--- src/ptptsu_pkg.sv ---
// ptptsu_pkg: constants, register map and carrier types for the
// ptp time capture unit.
// assumes one 40 MHz core clock and an APB register port.
package ptptsu_pkg;

  // ----------------------------------------------------------------
  // register map (byte addresses on the APB)
  // ----------------------------------------------------------------
  localparam logic [31:0]
    PTPTSU_NET_CFG_ADDR   = 32'h4003_4004,
    PTPTSU_HASH_LOW_ADDR  = 32'h4003_4080,
    PTPTSU_HASH_UP_ADDR   = 32'h4003_4084,
    PTPTSU_STATUS_ADDR    = 32'h4003_4024,
    PTPTSU_INC_FRAC_ADDR  = 32'h4003_41BC,
    PTPTSU_SEC_ADDR       = 32'h4003_41D0,
    PTPTSU_NSEC_ADDR      = 32'h4003_41D4,
    PTPTSU_ADJUST_ADDR    = 32'h4003_41D8,
    PTPTSU_INC_ADDR       = 32'h4003_41DC,
    PTPTSU_CAP_SEC_ADDR   = 32'h4003_41E0,
    PTPTSU_CAP_NSEC_ADDR  = 32'h4003_41E4,
    PTPTSU_CAP_TYPE_ADDR  = 32'h4003_41E8;

  // ----------------------------------------------------------------
  // field positions and reset values
  // ----------------------------------------------------------------
  localparam int
    PTPTSU_UNI_HASH_BIT   = 6,
    PTPTSU_MULTI_HASH_BIT = 7,
    PTPTSU_ST_CAPTURE_BIT = 0,
    PTPTSU_ST_SECOND_BIT  = 1,
    PTPTSU_ADJ_SUB_BIT    = 31;
  localparam logic [7:0]  PTPTSU_INC_RESET      = 8'h00;
  localparam logic [15:0] PTPTSU_FRAC_RESET     = 16'h0000;
  localparam logic [31:0] PTPTSU_CFG_RESET      = 32'h0000_0000;
  localparam logic [29:0] PTPTSU_NS_PER_SEC     = 30'h3B9A_CA00;

  // ----------------------------------------------------------------
  // frame layout and ptp constants
  // ----------------------------------------------------------------
  localparam logic [47:0]
    PTPTSU_DA_PTP_PRIMARY = 48'h011B_1900_0000,
    PTPTSU_DA_PTP_PEER    = 48'h0180_C200_000E;
  localparam logic [15:0]
    PTPTSU_TYPE_PTP       = 16'h88F7,
    PTPTSU_TYPE_IPV6      = 16'h86DD,
    PTPTSU_UDP_PTP_PORT   = 16'h013F;
  localparam logic [3:0]  PTPTSU_PTP_VERSION    = 4'h2;
  localparam logic [6:0]
    PTPTSU_OCT_TYPE_HI    = 7'd12,
    PTPTSU_OCT_TYPE_LO    = 7'd13,
    PTPTSU_OCT_RAW_MSG    = 7'd14,
    PTPTSU_OCT_RAW_VER    = 7'd15,
    PTPTSU_OCT_PORT_HI    = 7'd56,
    PTPTSU_OCT_PORT_LO    = 7'd57,
    PTPTSU_OCT_UDP_MSG    = 7'd62,
    PTPTSU_OCT_UDP_VER    = 7'd94,
    PTPTSU_OCT_LAST       = 7'd127;
  localparam logic [3:0]
    PTPTSU_MSG_SYNC       = 4'h0,
    PTPTSU_MSG_DELAY_REQ  = 4'h1,
    PTPTSU_MSG_PDLY_REQ   = 4'h2,
    PTPTSU_MSG_PDLY_RESP  = 4'h3;

  // result of classifying one received frame, valid the cycle after its last octet
  typedef struct packed {
    logic       done;      // one-cycle pulse at end of frame
    logic       ptpEvent;  // frame is a ptp event message
    logic [3:0] msgType;   // ptp message type
    logic       hashHit;   // destination hits the hash filter
    logic       multicast; // destination group bit
  } ptptsu_class_t;

  // apb request as seen by the slave
  typedef struct packed {
    logic        psel;
    logic        penable;
    logic        pwrite;
    logic [31:0] paddr;
    logic [31:0] pwdata;
  } ptptsu_apb_req_t;

endpackage : ptptsu_pkg

--- src/ptptsu_classifier.sv ---
// ptptsu_classifier: watches the receive octet stream and decides at the
// last octet whether the frame is a ptp event and whether it hits the hash.
// assumes octets arrive one per valid cycle, octet 0 is flagged by sof.
`timescale 1ns/1ps
`default_nettype none
module ptptsu_classifier
  import ptptsu_pkg::*;
(
  // clock and reset
  input  wire logic          clk_sys,
  input  wire logic          rst,
  // octet stream
  input  wire logic          octValid,
  input  wire logic [7:0]    octData,
  input  wire logic          octSof,
  input  wire logic          octEof,
  // hash filter bits
  input  wire logic [63:0]   hashBits,
  // classification result
  output ptptsu_class_t      result
);

  // ----------------------------------------------------------------
  // helpers
  // ----------------------------------------------------------------
  // six-bit hash index: xor of every sixth destination bit
  function automatic logic [5:0] hashIndex(input logic [47:0] da);
    logic [5:0] idx;
    idx = 6'h00;
    for (int i = 0; i < 8; i++) begin
      idx = idx ^ da[i*6 +: 6];
    end
    return idx;
  endfunction : hashIndex

  logic [6:0]  octIdx;
  logic [47:0] dstAddr;   // octet 0 in bits 47:40
  logic [15:0] etherType;
  logic [15:0] udpPort;
  logic [3:0]  rawMsg;
  logic [3:0]  rawVer;
  logic [3:0]  udpMsg;
  logic [3:0]  udpVer;

  // index of the octet arriving now
  wire logic [6:0] curIdx = octSof ? 7'd0 : octIdx;

  // ----------------------------------------------------------------
  // octet capture
  // ----------------------------------------------------------------
  // counter saturates, later octets carry nothing we look at
  always_ff @(posedge clk_sys) begin
    if (rst) begin
      octIdx    <= 7'd0;
      dstAddr   <= 48'h0000_0000_0000;
      etherType <= 16'h0000;
      udpPort   <= 16'h0000;
      rawMsg    <= 4'h0;
      rawVer    <= 4'h0;
      udpMsg    <= 4'h0;
      udpVer    <= 4'h0;
    end else if (octValid) begin
      if (curIdx != PTPTSU_OCT_LAST) octIdx <= curIdx + 7'd1;
      if (curIdx < 7'd6) dstAddr[47 - curIdx*8 -: 8] <= octData;
      if (curIdx == PTPTSU_OCT_TYPE_HI) etherType[15:8] <= octData; // [RULE_03]
      if (curIdx == PTPTSU_OCT_TYPE_LO) etherType[7:0]  <= octData; // [RULE_03]
      if (curIdx == PTPTSU_OCT_RAW_MSG) rawMsg <= octData[3:0];     // [RULE_03]
      if (curIdx == PTPTSU_OCT_RAW_VER) rawVer <= octData[3:0];     // [RULE_03]
      if (curIdx == PTPTSU_OCT_PORT_HI) udpPort[15:8] <= octData;   // [RULE_04]
      if (curIdx == PTPTSU_OCT_PORT_LO) udpPort[7:0]  <= octData;   // [RULE_04]
      if (curIdx == PTPTSU_OCT_UDP_MSG) udpMsg <= octData[3:0];     // [RULE_04]
      if (curIdx == PTPTSU_OCT_UDP_VER) udpVer <= octData[3:0];     // [RULE_04]
    end
  end

  // ----------------------------------------------------------------
  // decision
  // ----------------------------------------------------------------
  wire logic rawPtp = (etherType == PTPTSU_TYPE_PTP) &&
                      (rawVer == PTPTSU_PTP_VERSION);
  wire logic udpPtp = (etherType == PTPTSU_TYPE_IPV6) &&
                      (udpPort == PTPTSU_UDP_PTP_PORT) &&
                      (udpVer == PTPTSU_PTP_VERSION);
  // primary group: sync and delay request only
  wire logic primEvt = (dstAddr == PTPTSU_DA_PTP_PRIMARY) &&
                       ((rawMsg == PTPTSU_MSG_SYNC) ||
                        (rawMsg == PTPTSU_MSG_DELAY_REQ)); // [RULE_01]
  // peer group passes spanning-tree blocked ports: sync and peer delay
  wire logic peerEvt = (dstAddr == PTPTSU_DA_PTP_PEER) &&
                       ((rawMsg == PTPTSU_MSG_SYNC) ||
                        (rawMsg == PTPTSU_MSG_PDLY_REQ) ||
                        (rawMsg == PTPTSU_MSG_PDLY_RESP)); // [RULE_02]
  wire logic udpEvt  = udpPtp && (udpMsg <= PTPTSU_MSG_PDLY_RESP); // [RULE_04]
  wire logic endNow  = octValid && octEof;
  wire logic [5:0] hIdx = hashIndex(dstAddr);

  // result registered so the capture sees a clean pulse
  always_ff @(posedge clk_sys) begin
    if (rst) begin
      result <= '0;
    end else begin
      result.done      <= endNow;
      result.ptpEvent  <= endNow && ((rawPtp && (primEvt || peerEvt)) ||
                                     udpEvt);
      result.msgType   <= udpPtp ? udpMsg : rawMsg;
      result.hashHit   <= hashBits[hIdx];
      result.multicast <= dstAddr[40];
    end
  end

endmodule : ptptsu_classifier
`default_nettype wire

--- src/ptptsu_top.sv ---
// ptptsu_top: ptp time capture unit of the gigabit mac receive path.
// assumes apb register access, one clock, receive octets synchronous.
// Operation
// RULE_01 - group 011B19000000: type 00 is sync, 01 delay request
// RULE_02 - group 0180C200000E: 00 sync, 02 peer request, 03 peer response
// RULE_03 - raw ptp: ethertype 88F7 at octets 12-13, type 14, version 15
// RULE_04 - udp over ipv6: port 013F at 56-57, type 62, version 94
// RULE_05 - event frame at timestamp point loads capture and raises interrupt
// RULE_06 - 62-bit timer: 32 bits seconds, 30 bits nanoseconds
// RULE_07 - nanoseconds wrap at one second and seconds increment
// RULE_08 - interrupt on every seconds increment
// RULE_09 - software reads, writes and adjusts the timer over apb
// RULE_10 - each clock timer adds increment register bits 7:0 nanoseconds
// RULE_11 - separate 16-bit sub-nanosecond increment register
// RULE_12 - upper hash word shows filter bits 63:32, read-only
// RULE_13 - hash hits accepted only with matching unicast/multicast enable
// RULE_14 - fraction accumulator overflow adds one extra nanosecond
`timescale 1ns/1ps
`default_nettype none
module ptptsu_top
  import ptptsu_pkg::*;
#(
  parameter int INC_W  = 8,
  parameter int FRAC_W = 16
) (
  // clock and reset
  input  wire logic        clk_sys,
  input  wire logic        rst,
  // apb slave
  input  wire logic        psel,
  input  wire logic        penable,
  input  wire logic        pwrite,
  input  wire logic [31:0] paddr,
  input  wire logic [31:0] pwdata,
  output logic      [31:0] prdata,
  output logic             pready,
  output logic             pslverr,
  // receive octet stream from the mac
  input  wire logic        rxValid,
  input  wire logic [7:0]  rxData,
  input  wire logic        rxSof,
  input  wire logic        rxEof,
  // hash filter upper half, kept by the mac address logic
  input  wire logic [31:0] hashUpperIn,
  // events
  output logic             captureIrq,
  output logic             secondIrq,
  output logic             frameHashAccept
);

  // ----------------------------------------------------------------
  // apb decode
  // ----------------------------------------------------------------
  ptptsu_apb_req_t req;
  assign req = '{psel, penable, pwrite, paddr, pwdata};

  wire logic access  = req.psel && req.penable;
  wire logic wrStb   = access && req.pwrite;
  wire logic setup   = req.psel && !req.penable;
  wire logic hitCfg  = req.paddr == PTPTSU_NET_CFG_ADDR;
  wire logic hitHl   = req.paddr == PTPTSU_HASH_LOW_ADDR;
  wire logic hitHu   = req.paddr == PTPTSU_HASH_UP_ADDR;
  wire logic hitSt   = req.paddr == PTPTSU_STATUS_ADDR;
  wire logic hitFr   = req.paddr == PTPTSU_INC_FRAC_ADDR;
  wire logic hitSec  = req.paddr == PTPTSU_SEC_ADDR;
  wire logic hitNs   = req.paddr == PTPTSU_NSEC_ADDR;
  wire logic hitAdj  = req.paddr == PTPTSU_ADJUST_ADDR;
  wire logic hitInc  = req.paddr == PTPTSU_INC_ADDR;
  wire logic hitCs   = req.paddr == PTPTSU_CAP_SEC_ADDR;
  wire logic hitCn   = req.paddr == PTPTSU_CAP_NSEC_ADDR;
  wire logic hitCt   = req.paddr == PTPTSU_CAP_TYPE_ADDR;
  wire logic mapped  = hitCfg | hitHl | hitHu | hitSt | hitFr | hitSec |
                       hitNs | hitAdj | hitInc | hitCs | hitCn | hitCt;

  // zero wait states; unmapped addresses answer with an error
  assign pready  = 1'b1;
  assign pslverr = access && !mapped;

  // ----------------------------------------------------------------
  // configuration registers
  // ----------------------------------------------------------------
  logic [31:0]       netCfg;
  logic [31:0]       hashLow;
  logic [31:0]       hashUp;
  logic [INC_W-1:0]  timerIncrement;
  logic [FRAC_W-1:0] timerIncrementFraction;

  // upper hash word is read-only to software, refreshed from the mac
  always_ff @(posedge clk_sys) begin
    if (rst) begin
      netCfg                 <= PTPTSU_CFG_RESET;
      hashLow                <= 32'h0000_0000;
      hashUp                 <= 32'h0000_0000;
      timerIncrement         <= INC_W'(PTPTSU_INC_RESET);
      timerIncrementFraction <= FRAC_W'(PTPTSU_FRAC_RESET);
    end else begin
      hashUp <= hashUpperIn; // [RULE_12]
      if (wrStb && hitCfg) netCfg  <= req.pwdata;
      if (wrStb && hitHl)  hashLow <= req.pwdata;
      if (wrStb && hitInc) timerIncrement <= req.pwdata[INC_W-1:0]; // [RULE_10]
      if (wrStb && hitFr)
        timerIncrementFraction <= req.pwdata[FRAC_W-1:0]; // [RULE_11]
    end
  end

  wire logic unicastHashEnable   = netCfg[PTPTSU_UNI_HASH_BIT];
  wire logic multicastHashEnable = netCfg[PTPTSU_MULTI_HASH_BIT];

  // ----------------------------------------------------------------
  // time counter
  // ----------------------------------------------------------------
  logic [31:0]       seconds;
  logic [29:0]       nanos;
  logic [FRAC_W-1:0] fracAcc;

  // fraction carry buys one extra nanosecond
  wire logic [FRAC_W:0] fracSum = {1'b0, fracAcc} +
                                  {1'b0, timerIncrementFraction};
  wire logic fracCarry = fracSum[FRAC_W]; // [RULE_14]

  wire logic [30:0] nsStep = {1'b0, nanos} + 31'(timerIncrement) +
                             31'(fracCarry); // [RULE_10]
  wire logic nsWrap = nsStep >= {1'b0, PTPTSU_NS_PER_SEC}; // [RULE_07]
  wire logic [30:0] nsWrapped = nsStep - {1'b0, PTPTSU_NS_PER_SEC};
  wire logic [29:0] next_nanosRun = nsWrap ? nsWrapped[29:0] : nsStep[29:0];

  // adjust: bit 31 selects subtract, low 30 bits the amount
  wire logic        adjSub  = req.pwdata[PTPTSU_ADJ_SUB_BIT];
  wire logic [29:0] adjAmt  = req.pwdata[29:0];
  wire logic [30:0] adjAdd  = {1'b0, nanos} + {1'b0, adjAmt};
  wire logic        adjOver = adjAdd >= {1'b0, PTPTSU_NS_PER_SEC};
  wire logic [30:0] adjAddW = adjAdd - {1'b0, PTPTSU_NS_PER_SEC};
  wire logic        adjUnder = nanos < adjAmt;
  wire logic [29:0] adjSubW = nanos + PTPTSU_NS_PER_SEC - adjAmt;
  wire logic [29:0] adjSubN = nanos - adjAmt;
  wire logic        adjStb  = wrStb && hitAdj;

  wire logic secStep = adjStb ? (!adjSub && adjOver) : nsWrap;

  // software writes and adjusts replace the free run for that cycle
  always_ff @(posedge clk_sys) begin
    if (rst) begin
      seconds <= 32'h0000_0000;
      nanos   <= 30'h0000_0000;
      fracAcc <= '0;
    end else begin
      fracAcc <= fracSum[FRAC_W-1:0]; // [RULE_14]
      if (wrStb && hitSec) begin
        seconds <= req.pwdata; // [RULE_09]
      end else if (adjStb) begin
        if (adjSub && adjUnder) seconds <= seconds - 32'h0000_0001;
        else if (secStep)       seconds <= seconds + 32'h0000_0001;
      end else if (secStep) begin
        seconds <= seconds + 32'h0000_0001; // [RULE_07]
      end
      if (wrStb && hitNs) begin
        nanos <= req.pwdata[29:0]; // [RULE_09]
      end else if (adjStb) begin
        if (adjSub) nanos <= adjUnder ? adjSubW : adjSubN; // [RULE_09]
        else        nanos <= adjOver ? adjAddW[29:0] : adjAdd[29:0];
      end else begin
        nanos <= next_nanosRun; // [RULE_06]
      end
    end
  end

  // ----------------------------------------------------------------
  // frame classification and capture
  // ----------------------------------------------------------------
  ptptsu_class_t cls;

  ptptsu_classifier u_classifier (
    .clk_sys  (clk_sys),
    .rst      (rst),
    .octValid (rxValid),
    .octData  (rxData),
    .octSof   (rxSof),
    .octEof   (rxEof),
    .hashBits ({hashUp, hashLow}),
    .result   (cls)
  );

  // time is taken as the first octet passes; the frame is only known
  // to be an event at its end, so the stamp waits in a holding pair
  logic [31:0] sofSec;
  logic [29:0] sofNs;
  logic [31:0] capSec;
  logic [29:0] capNs;
  logic [3:0]  capType;
  wire logic   sofStb  = rxValid && rxSof;
  wire logic   capLoad = cls.done && cls.ptpEvent;

  always_ff @(posedge clk_sys) begin
    if (rst) begin
      sofSec  <= 32'h0000_0000;
      sofNs   <= 30'h0000_0000;
      capSec  <= 32'h0000_0000;
      capNs   <= 30'h0000_0000;
      capType <= 4'h0;
    end else begin
      if (sofStb) begin
        sofSec <= seconds;
        sofNs  <= nanos;
      end
      if (capLoad) begin
        capSec  <= sofSec; // [RULE_05]
        capNs   <= sofNs;  // [RULE_05]
        capType <= cls.msgType;
      end
    end
  end

  // ----------------------------------------------------------------
  // event pulses and sticky status
  // ----------------------------------------------------------------
  logic [1:0] status;
  wire logic  stClr = wrStb && hitSt;

  // a new event in the clearing cycle stays set
  always_ff @(posedge clk_sys) begin
    if (rst) begin
      captureIrq      <= 1'b0;
      secondIrq       <= 1'b0;
      frameHashAccept <= 1'b0;
      status          <= 2'b00;
    end else begin
      captureIrq <= capLoad;  // [RULE_05]
      secondIrq  <= secStep;  // [RULE_08]
      frameHashAccept <= cls.done && cls.hashHit &&
                         (cls.multicast ? multicastHashEnable
                                        : unicastHashEnable); // [RULE_13]
      status[PTPTSU_ST_CAPTURE_BIT] <= capLoad ||
        (status[PTPTSU_ST_CAPTURE_BIT] &&
         !(stClr && req.pwdata[PTPTSU_ST_CAPTURE_BIT]));
      status[PTPTSU_ST_SECOND_BIT] <= secStep ||
        (status[PTPTSU_ST_SECOND_BIT] &&
         !(stClr && req.pwdata[PTPTSU_ST_SECOND_BIT]));
    end
  end

  // ----------------------------------------------------------------
  // read data, registered in the setup phase
  // ----------------------------------------------------------------
  logic [31:0] rdMux;
  always_comb begin
    rdMux = 32'h0000_0000;
    if (hitCfg) rdMux = netCfg;
    if (hitHl)  rdMux = hashLow;
    if (hitHu)  rdMux = hashUp; // [RULE_12]
    if (hitSt)  rdMux = {30'h0000_0000, status};
    if (hitFr)  rdMux = 32'(timerIncrementFraction);
    if (hitSec) rdMux = seconds; // [RULE_09]
    if (hitNs)  rdMux = {2'b00, nanos};
    if (hitInc) rdMux = 32'(timerIncrement);
    if (hitCs)  rdMux = capSec;
    if (hitCn)  rdMux = {2'b00, capNs};
    if (hitCt)  rdMux = {28'h000_0000, capType};
  end

  always_ff @(posedge clk_sys) begin
    if (rst) prdata <= 32'h0000_0000;
    else if (setup && !req.pwrite) prdata <= rdMux;
  end

endmodule : ptptsu_top
`default_nettype wire

--- config.mk ---
export PLATFORM = sky130hd
export DESIGN_NAME = ptptsu_top
export DESIGN_NICKNAME = d
export VERILOG_FILES = /design/src/ptptsu_pkg.sv /design/src/ptptsu_classifier.sv /design/src/ptptsu_top.sv
export SDC_FILE = /design/constraint.sdc
export NUM_CORES = 1
export LEC_CHECK = 0
export ABC_CLOCK_PERIOD_IN_PS = 12500
export BUFFER_PORTS_ARGS = -buffer_cell sky130_fd_sc_hd__buf_2
export CAP_MARGIN = 25
export CELL_PAD_IN_SITES_DETAIL_PLACEMENT = 1
export CELL_PAD_IN_SITES_GLOBAL_PLACEMENT = 2
export CORE_ASPECT_RATIO = 2
export CORE_MARGIN = 8
export CORE_UTILIZATION = 30
export DETAILED_ROUTE_END_ITERATION = 16
export GPL_TIMING_DRIVEN = 0
export PLACE_DENSITY = 0.69
export SLEW_MARGIN = 20
export SYNTH_ARGS = -nofsm -noshare
export SYNTH_HDL_FRONTEND = slang
export SYNTH_SLANG_ARGS = --single-unit
--- constraint.sdc ---
create_clock -name clk_sys -period 12.5 [get_ports clk_sys]
set_input_delay 0.625 -clock clk_sys [delete_from_list [all_inputs] [get_ports clk_sys]]
set_output_delay 0.625 -clock clk_sys [all_outputs]
set_load 0.01 [all_outputs]
**Word level (Yosys, flattened, before mapping)**

Index checks and enable logic that the tools add are counted.

- Bits in registers: 474
- Input port bits: 112
- Output and inout bits: 37
- Word-level logic and storage cells: 188

- Add/subtract/negate cells: 14
- Order comparisons: 6
- Eq/ne operators: 31
- Shifts and indexed selects: 2
- Mux-type cells: 28
- Bitwise gates (word level): 18
- Reductions and logical operators: 56

Operators with widths:

| operator | number |
|---|---|
| $mux W32 | 15 |
| $eq A32 B31 Y1 const B | 12 |
| $mux W30 | 6 |
| $eq A48 B41 Y1 const B | 2 |
| $ge A31 B30 Y1 const B | 2 |
| $sub A30 B30 Y30 | 2 |
| $sub A30 B30 Y30 const B | 2 |
| $shift A8 B34 Y55 const A | 1 |
| $shiftx A8 B34 Y55 | 1 |
| $bwmux W48 | 1 |
| $xor A6 B6 Y6 | 7 |
| $neg A32 Y34 | 1 |
| $add A32 B1 Y32 const B | 1 |
| $eq A16 B16 Y1 const B | 2 |
| $logic_and A1 B1 Y1 | 32 |
| $sub A32 B1 Y32 const B | 1 |
| $add A30 B30 Y31 | 1 |
| $add A30 B8 Y31 | 1 |
| $add A31 B1 Y31 | 1 |
| $add A30 B30 Y30 const B | 1 |
| $lt A30 B30 Y1 | 1 |
| $eq A7 B4 Y1 const B | 4 |
| $eq A7 B6 Y1 const B | 3 |
| $reduce_and A2 Y1 | 10 |
| other kinds (19) | 45 |

**Logic depth before layout (Yosys ltp)**

Gate-level depths: netlist (run 1).

- Word-level depth: 14
- Mapped depth: 35
- Depth with buffers taken out: 33

**Modules after synthesis**

A second synthesis (run 1) with hierarchy kept.

- Cell total of the unflattened synthesis: 3865
- Area, all modules: 30083.9 um^2

By module, submodules not included:

| module | instances | cells each | area an instance (um^2) | seq. area each (um^2) |
|---|---|---|---|---|
| ptptsu_top | 1 | 3261 | 24469.7 | 7267.0 |
| ptptsu_classifier | 1 | 604 | 5614.1 | 2222.1 |

**Worst setup path before layout (run 1)**

No wires, ideal clock.

- Kind: flip-flop to flip-flop
- From: reg timerIncrementFraction[0]
- To: reg nanos[13]
- Library setup time: 0.086 ns
- Arrival: 6.570 ns
- Required time: 12.414 ns
- Setup slack: 5.845 ns
- Stages on the path, launching flop included: 32
- Path buffers: 1
- Clock period less this slack: 6.655 ns
- Cell sequence: dfxtp_1 ha_1 fa_1 a21oi_1 nor2_1 nor2_1 o21bai_1 a21oi_1 o21bai_1 a21oi_1 nor2b_1 o21a_1 o41ai_1 o211ai_1 a21o_1 a21oi_1 fa_1 inv_1 fa_1 a211oi_2 o211ai_2 a31o_2 or4_1 o211a_1 o41a_1 a31oi_1 buf_2 mux2_2 a22oi_1 xnor2_1 nand2_1 a211oi_1

- Longest elaborated chain between the ends: 6
- Elaborated cells between the ends (all ways): 7
- Classes of those cells: add/sub (3); order compare (1); mux (3)

Ends and longest elaborated chain:

| what | RTL line | RTL |
|---|---|---|
| start: declaration | ptptsu_top.sv:86 | `logic [FRAC_W-1:0] timerIncrementFraction;` |
| start signal: assignment | ptptsu_top.sv:95 | `timerIncrementFraction <= FRAC_W'(PTPTSU_FRAC_RESET);` |
| start signal: assignment | ptptsu_top.sv:102 | `timerIncrementFraction <= req.pwdata[FRAC_W-1:0];` |
| $add A16 B16 Y17 (*) | ptptsu_top.sv:117 | `wire logic [FRAC_W:0] fracSum = {1'b0, fracAcc} +` |
| $add A31 B1 Y31 (*) | ptptsu_top.sv:121 | `wire logic [30:0] nsStep = {1'b0, nanos} + 31'(timerIncrement) +` |
| $sub A30 B30 Y30 / $ge A31 B30 Y1 (equally long branches) | ptptsu_top.sv:124, ptptsu_top.sv:123 |  |
| $mux W30 (*) | ptptsu_top.sv:125 | `wire logic [29:0] next_nanosRun = nsWrap ? nsWrapped[29:0] : nsStep[29:0];` |
| $mux W30 (*) | ptptsu_top.sv:158 | `end else if (adjStb) begin` |
| $mux W30 (*) | ptptsu_top.sv:156 | `if (wrStb && hitNs) begin` |
| end signal: assignment | ptptsu_top.sv:157 | `nanos <= req.pwdata[29:0];` |
| end signal: assignment | ptptsu_top.sv:159 | `if (adjSub) nanos <= adjUnder ? adjSubW : adjSubN;` |
| end signal: assignment | ptptsu_top.sv:160 | `else nanos <= adjOver ? adjAddW[29:0] : adjAdd[29:0];` |
| end: declaration | ptptsu_top.sv:113 | `logic [29:0] nanos;` |

Mark *: on every way between the ends. The rest lies on a longest branch, timed or not.
A chain may end at the register's enable or synchronous reset.

**Final worst setup path (run 1)**

- From: reg timerIncrementFraction[0]
- To: reg seconds[26]

- Longest elaborated chain between the ends: 8

Ends and longest elaborated chain:

| what | RTL line | RTL |
|---|---|---|
| $add A16 B16 Y17 (*) | ptptsu_top.sv:117 |  |
| $add A31 B1 Y31 (*) | ptptsu_top.sv:121 |  |
| $ge A31 B30 Y1 (*) | ptptsu_top.sv:123 | `wire logic nsWrap = nsStep >= {1'b0, PTPTSU_NS_PER_SEC};` |
| $mux W1 (*) | ptptsu_top.sv:138 | `wire logic secStep = adjStb ? (!adjSub && adjOver) : nsWrap;` |
| $mux W32 (*) | n/a |  |
| $mux W32 | n/a |  |
| $mux W32 (*) (2 in a row) | n/a |  |
| end signal: assignment | ptptsu_top.sv:149 | `seconds <= req.pwdata;` |
| end signal: assignment | ptptsu_top.sv:151 | `if (adjSub && adjUnder) seconds <= seconds - 32'h0000_0001;` |
| end signal: assignment | ptptsu_top.sv:152 | `else if (secStep) seconds <= seconds + 32'h0000_0001;` |
| end: declaration | ptptsu_top.sv:112 | `logic [31:0] seconds;` |

Marked as above.

==> results_dict.tcl, run 1 <==
set metrics [dict create \
    path_common_cell "a21oi_1" \
    synthXorXnorAreaFrac_pct 6.05 \
    drive_gt1_share_pct 8.98 \
    num_vias 29400 \
    internal_power_w 0.00252 \
    dp_hpwl_mm 128 \
    holdPathEnd "hashUp[3]" \
    nFillCells 11900 \
    core_um2 97100 \
    combPwrFrac_pct 11.0 \
    cts.clk_slew.worst_paths_ps 70 \
    die_y_um 458 \
    final_cell_mix "nand2_1 (657), dfxtp_1 (474), a21oi_1 (414)" \
    clk_path_buf_depth 3 \
    area_growth_pct 14.1 \
    ys_warn_count 0 \
    cp-start-kind "flip-flop" \
    cts_tree "built" \
    fin_tns_setup_ps 0 \
    seq_area_um2 9490 \
    rr_worst_depth 32 \
    cp_max_fo 10 \
    synth.distinct_cells 101 \
    utilization_pct 34.4 \
    die-area_um2 108000 \
    p_sw_share_pct 27.9 \
    syn_nets 4033 \
    clock_power_share_pct 45.2 \
    cts.repair.resized 0 \
    final_common_cell "nand2_1" \
    synth_simple_gate_area_share_pct 23.1 \
    grt_pass1_vias 31700 \
    hold_violations 0 \
    seq_area_frac_synth_pct 32.4 \
    grt_pass1_wl_mm 221 \
    cts_hold_buf 0 \
    post_cts_buffers 0 \
    avgSynthCellArea_um2 7.77 \
    root_buffer "clkbuf_16" \
    critPathKind "flip-flop to flip-flop" \
    drc_errors 0 \
    critical_path.max_stage_delay_ps 650 \
    place.gp.congestion 0.939 \
    synth_adder_area_share_pct 7.15 \
    overflow 0 \
    grt_max_degree 16 \
    synth_edf_count 0 \
    wl_mm 155 \
    first_iter_violations 1326 \
    setup_violations 0 \
    min_from "hashUpperIn[3]" \
    relSlewSlack_pct 16.1 \
    synth-seq-cells 474 \
    power_density_nw_per_um2 105 \
    num_io_pins 149 \
    syn_inst 3767 \
    synthArstFlopShare_pct 0 \
    portBuffers 141 \
    hold_ws_ps 234 \
    clk-insertion-delay-late_ps 610 \
    hold_depth 2 \
    synth_area_leaders "dfxtp_1 (32%), nand2_1 (8.4%), a21oi_1 (7.1%)" \
    finalMaxSlewViolations 0 \
    r2r_end "seconds[26]" \
    viasPerCell 5.61 \
    hp-class "input pin to flip-flop" \
    ant_nets 0 \
    endpoint_kind "flip-flop" \
    synth_ff_type "dfxtp_1" \
    synth_compound_area_share_pct 20.9 \
    cts_num_sinks 474 \
    fmax_mhz 110 \
    post_drt_wl_per_cell_um 29.6 \
    fin_crit_sh_pct 72.4 \
    antenna_found_initial 3 \
    arrival_ps 9480 \
    synth_top_family_by_area "simple AND/OR/NAND/NOR gates" \
    initial_core_util_pct 30.1 \
    rows 162 \
    slowest_stage "a31oi_1" \
    min_period_ps 9050 \
    dr.pass1.iters 6 \
    critPathRequiredTime_ps 12930 \
    reg2reg_slack_ps 3450 \
    yosys.area.top_type "dfxtp_1" \
    multi_input_area_um2 18300 \
    worst_slew_pin_slew_ps 1250 \
    grt.total_usage_pct 27.8 \
    drv_cap 0 \
    rsz0062_at_grt "false" \
    finClkSkew_ps 21.1 \
    htree_levels 2 \
    p_seq_share_pct 43.8 \
    timing.rr.start "timerIncrementFraction[0]" \
    fp.dieW_um 237 \
    status "finished clean" \
    numCtsBuffers 47 \
    synth_mux_area_share_pct 4.96 \
    syn_area_um2 29300 \
    post-place-ws_ps 3640 \
    fin_nets 4239 \
    p_total_w 0.00349 \
    fin_ws_ps 3450 \
    switching_power_w 0.000974 \
    ir_worst_vdd_v 0.0000991 \
    synthDominantCellAreaShare_pct 32.4 \
    leakagePower_nw 11.8 \
]
worst max-delay path by stage:
stage,start,to,cells after the start
6_report,timerIncrementFraction[0],seconds[26],32
5_1_grt,timerIncrementFraction[0],seconds[26],32
3_5_place_dp,timerIncrementFraction[0],seconds[26],32
2_1_floorplan,timerIncrementFraction[0],nanos[13],31
3_3_place_gp,timerIncrementFraction[0],seconds[26],32
4_1_cts,timerIncrementFraction[0],seconds[26],32
through the flow:
stage / std cells / instance area [µm²]
2_1_floorplan: 3767 / 29300
3_3_place_gp: 5138 / 31500
3_5_place_dp: 5154 / 31700
4_1_cts: 5240 / 33400
5_1_grt: 5241 / 33400
6_report: 5242 / 33400
cells by family (layout without fill, tap and decap cells):
| group | Yosys count | after routing |
|---|---|---|
| simple gates | 1471 | 1471 |
| compound gates | 940 | 940 |
| flops | 474 | 474 |
| buf+inv | 401 | 644 |
| xor+xnor | 202 | 202 |
| fa+ha+maj | 154 | 154 |
| mux | 124 | 124 |
| other cells | 1 | 3 |
critical path, delay by kind of cell (launching register included):
family                   cells  cell delay (ps)
XOR/XNOR                     1              200
adder cells (fa/ha/maj)      4             1370
buffers and inverters        2              330
multiplexers                 1              300
flip-flops                   1              340
AO/OA/AOI/OAI               17             4370
AND/OR/NAND/NOR              7             1950
metal layers:
metal  vias up  part of all wire [%]  global-route usage, %
met5         -                     0                      0
met4         0                    11                   25.1
met3       459                   3.0                   2.61
met2       832                    54                   53.9
met1     14500                    33                   24.9
li1      13700                     -                      -
sequential cells by signal, indices dropped and copies added (netlist names), 30 cells and up:
register / cells
sofNs: 30
hashLow: 32
sofSec: 32
nanos: 30
netCfg: 32
u_classifier.dstAddr: 48
capNs: 30
hashUp: 32
seconds: 32
capSec: 32
prdata: 32
cells in the mapped netlist, types with 42 or more instances:
master / instances
nand4_1: 48
nor3_1: 85
a211oi_1: 42
nand2_1: 657
clkbuf_1: 209
a31oi_1: 42
inv_1: 142
dfxtp_1: 474
o21ai_0: 86
xor2_1: 44
mux2i_1: 101
xnor2_1: 158
nand3_1: 87
ha_1: 132
nor2_1: 307
nor2b_1: 68
a21oi_1: 414
power by group through the flow:
| stage | clock [W] | sequential [W] | combinational [W] |
|---|---|---|---|
| finish | 0.00158 | 0.00153 | 0.000384 |
| global route | 0.00166 | 0.00153 | 0.000407 |
| detailed placement | 0 | 0.00157 | 0.000381 |
| global placement | 0 | 0.00157 | 0.000376 |
| floorplan | 0 | 0.00156 | 0.000207 |
| CTS | 0.00161 | 0.00153 | 0.000383 |
area by class of cell:
type | instances | share of cell area, %
Antenna cell | 2 | 0.0150
Buffer | 251 | 3.07
Clock buffer | 56 | 3.87
Clock inverter | 30 | 1.07
Inverter | 150 | 1.69
Multi-Input combinational cell | 2892 | 54.7
Sequential cell | 474 | 28.4
Tap cell | 1230 | 4.61
Timing Repair Buffer | 157 | 2.53
(Power assumes the default switching activity.)
==> run 2: changes to the inputs <==
ABC_CLOCK_PERIOD_IN_PS = 8400   (was 12500)
clock period = 8.4 ns   (was 12.5 ns; I/O delays follow)
==> results_dict.tcl, run 2 (synthesized netlist as in run 1, its figures left out) <==
set metrics [dict create \
    dr.pass1.iters 9 \
    largest_reg_flops 48 \
    cts_hold_buf 0 \
    power_density_nw_per_um2 155 \
    portBuffers 141 \
    cts_tree "built" \
    drv_cap 0 \
    clock_power_share_pct 45.2 \
    post_drt_wl_per_cell_um 29.7 \
    grt_pass1_vias 31800 \
    fin_nets 4245 \
    place_inst 5154 \
    finClkSkew_ps 19.6 \
    drc_errors 0 \
    endpoint_kind "flip-flop" \
    slowest_stage "or4_1" \
    final_common_cell "nand2_1" \
    num_vias 29600 \
    first_iter_violations 1296 \
    die_y_um 458 \
    leakagePower_nw 11.9 \
    finalMaxSlewViolations 0 \
    fin_crit_sh_pct 94.7 \
    rows 162 \
    fp.dieW_um 237 \
    numCtsBuffers 47 \
    place.gp.congestion 0.939 \
    worst_slew_pin_slew_ps 1150 \
    critPathKind "flip-flop to flip-flop" \
    ir_worst_vdd_v 0.000148 \
    wl_mm 156 \
    grt_max_degree 16 \
    switching_power_w 0.00145 \
    relSlewSlack_pct 23.1 \
    ant_nets 0 \
    fmax_mhz 126 \
    grt_pass1_wl_mm 221 \
    htree_levels 2 \
    p_sw_share_pct 27.9 \
    overflow 0 \
    critPathRequiredTime_ps 8850 \
    cp-start-kind "flip-flop" \
    arrival_ps 8410 \
    cp_top_family "compound AO/OA/AOI/OAI gates" \
    initial_core_util_pct 30.1 \
    crit_buf_inv 3 \
    hp-class "input pin to flip-flop" \
    hold_violations 0 \
    core_um2 97100 \
    status "finished clean" \
    fin_ws_ps 447 \
    dp_hpwl_mm 128 \
    post-place-ws_ps -457 \
    final_cell_mix "nand2_1 (657), dfxtp_1 (474), a21oi_1 (413)" \
    critical_path.max_stage_delay_ps 690 \
    combPwrFrac_pct 11.0 \
    p_seq_share_pct 43.9 \
    clk_path_buf_depth 3 \
    fin_tns_setup_ps 0 \
    die-area_um2 108000 \
    regMostFlops "u_classifier.dstAddr" \
    num_io_pins 149 \
    grt.total_usage_pct 27.8 \
    cts.clk_slew.worst_paths_ps 70 \
    min_period_ps 7950 \
    internal_power_w 0.00375 \
    clk-insertion-delay-late_ps 600 \
    cp_max_fo 10 \
    area_growth_pct 14.6 \
    setup_violations 0 \
    cts_num_sinks 474 \
    root_buffer "clkbuf_16" \
    drive_gt1_share_pct 9.26 \
    viasPerCell 5.64 \
    antenna_found_initial 3 \
    finalNonFillerCells 5248 \
    rsz0062_at_grt "false" \
]
-- run 2: cell types whose count changed in the layout (fill, tap and decap cells not counted), sizes merged --
cell,change
buf,+4
clkbuf,+2
-- run 2: per-layer routing --
| layer | share of wire [%] | vias up | global-route usage, % |
|---|---|---|---|
| li1 | - | 13700 | - |
| met1 | 33 | 14600 | 24.9 |
| met2 | 54 | 808 | 53.9 |
| met3 | 2.7 | 465 | 2.64 |
| met4 | 11 | 0 | 25.4 |
| met5 | 0 | - | 0 |
-- run 2: power by group through the flow --
stage | Sequential (W) | Combinational [W] | Clock, W
CTS | 0.00228 | 0.000570 | 0.00239
global placement | 0.00233 | 0.000560 | 0
detailed placement | 0.00233 | 0.000568 | 0
floorplan | 0.00232 | 0.000309 | 0
finish | 0.00228 | 0.000571 | 0.00235
global route | 0.00228 | 0.000605 | 0.00246
-- run 2: repair_timing --
item	in CTS	in global routing
endpoints found under the hold margin	0	0
resized for setup	3	8
buffers inserted	6	0
pin swaps	2	1
endpoints found under the setup margin	44	45
-- run 2: cell type report --
type	instances	area (µm²)
timing repair buffer	163	915
fill	11900	63600
antenna	2	5.00
tap	1230	1540
multi-input combinational	2892	18300
sequential	474	9490
inverter	150	563
buffer	251	1030
clock buffer	56	1290
clock inverter	30	358
-- run 2: worst paths after layout --
kind	start	to	slack, ps	depth (start not counted)
setup / recovery	timerIncrementFraction[0]	nanos[12]	450	33
hold / removal	hashUpperIn[3]	hashUp[3]	30	2
setup reg to reg	timerIncrementFraction[0]	nanos[12]	450	33
hold reg to reg	u_classifier.result[3]	capType[1]	440	2
-- run 2: per-stage QoR --
stage | hold WS [ps] | total power (W) | utilization (%) | area, µm²
floorplan | 407 | 0.00263 | - | 29300
global placement | 425 | 0.00289 | 32.4 | 31500
detailed placement | 429 | 0.00290 | 32.7 | 31700
CTS | 7.33 | 0.00524 | 34.5 | 33500
global route | 44.5 | 0.00535 | 34.5 | 33500
finish | 29.4 | 0.00520 | 34.5 | 33500
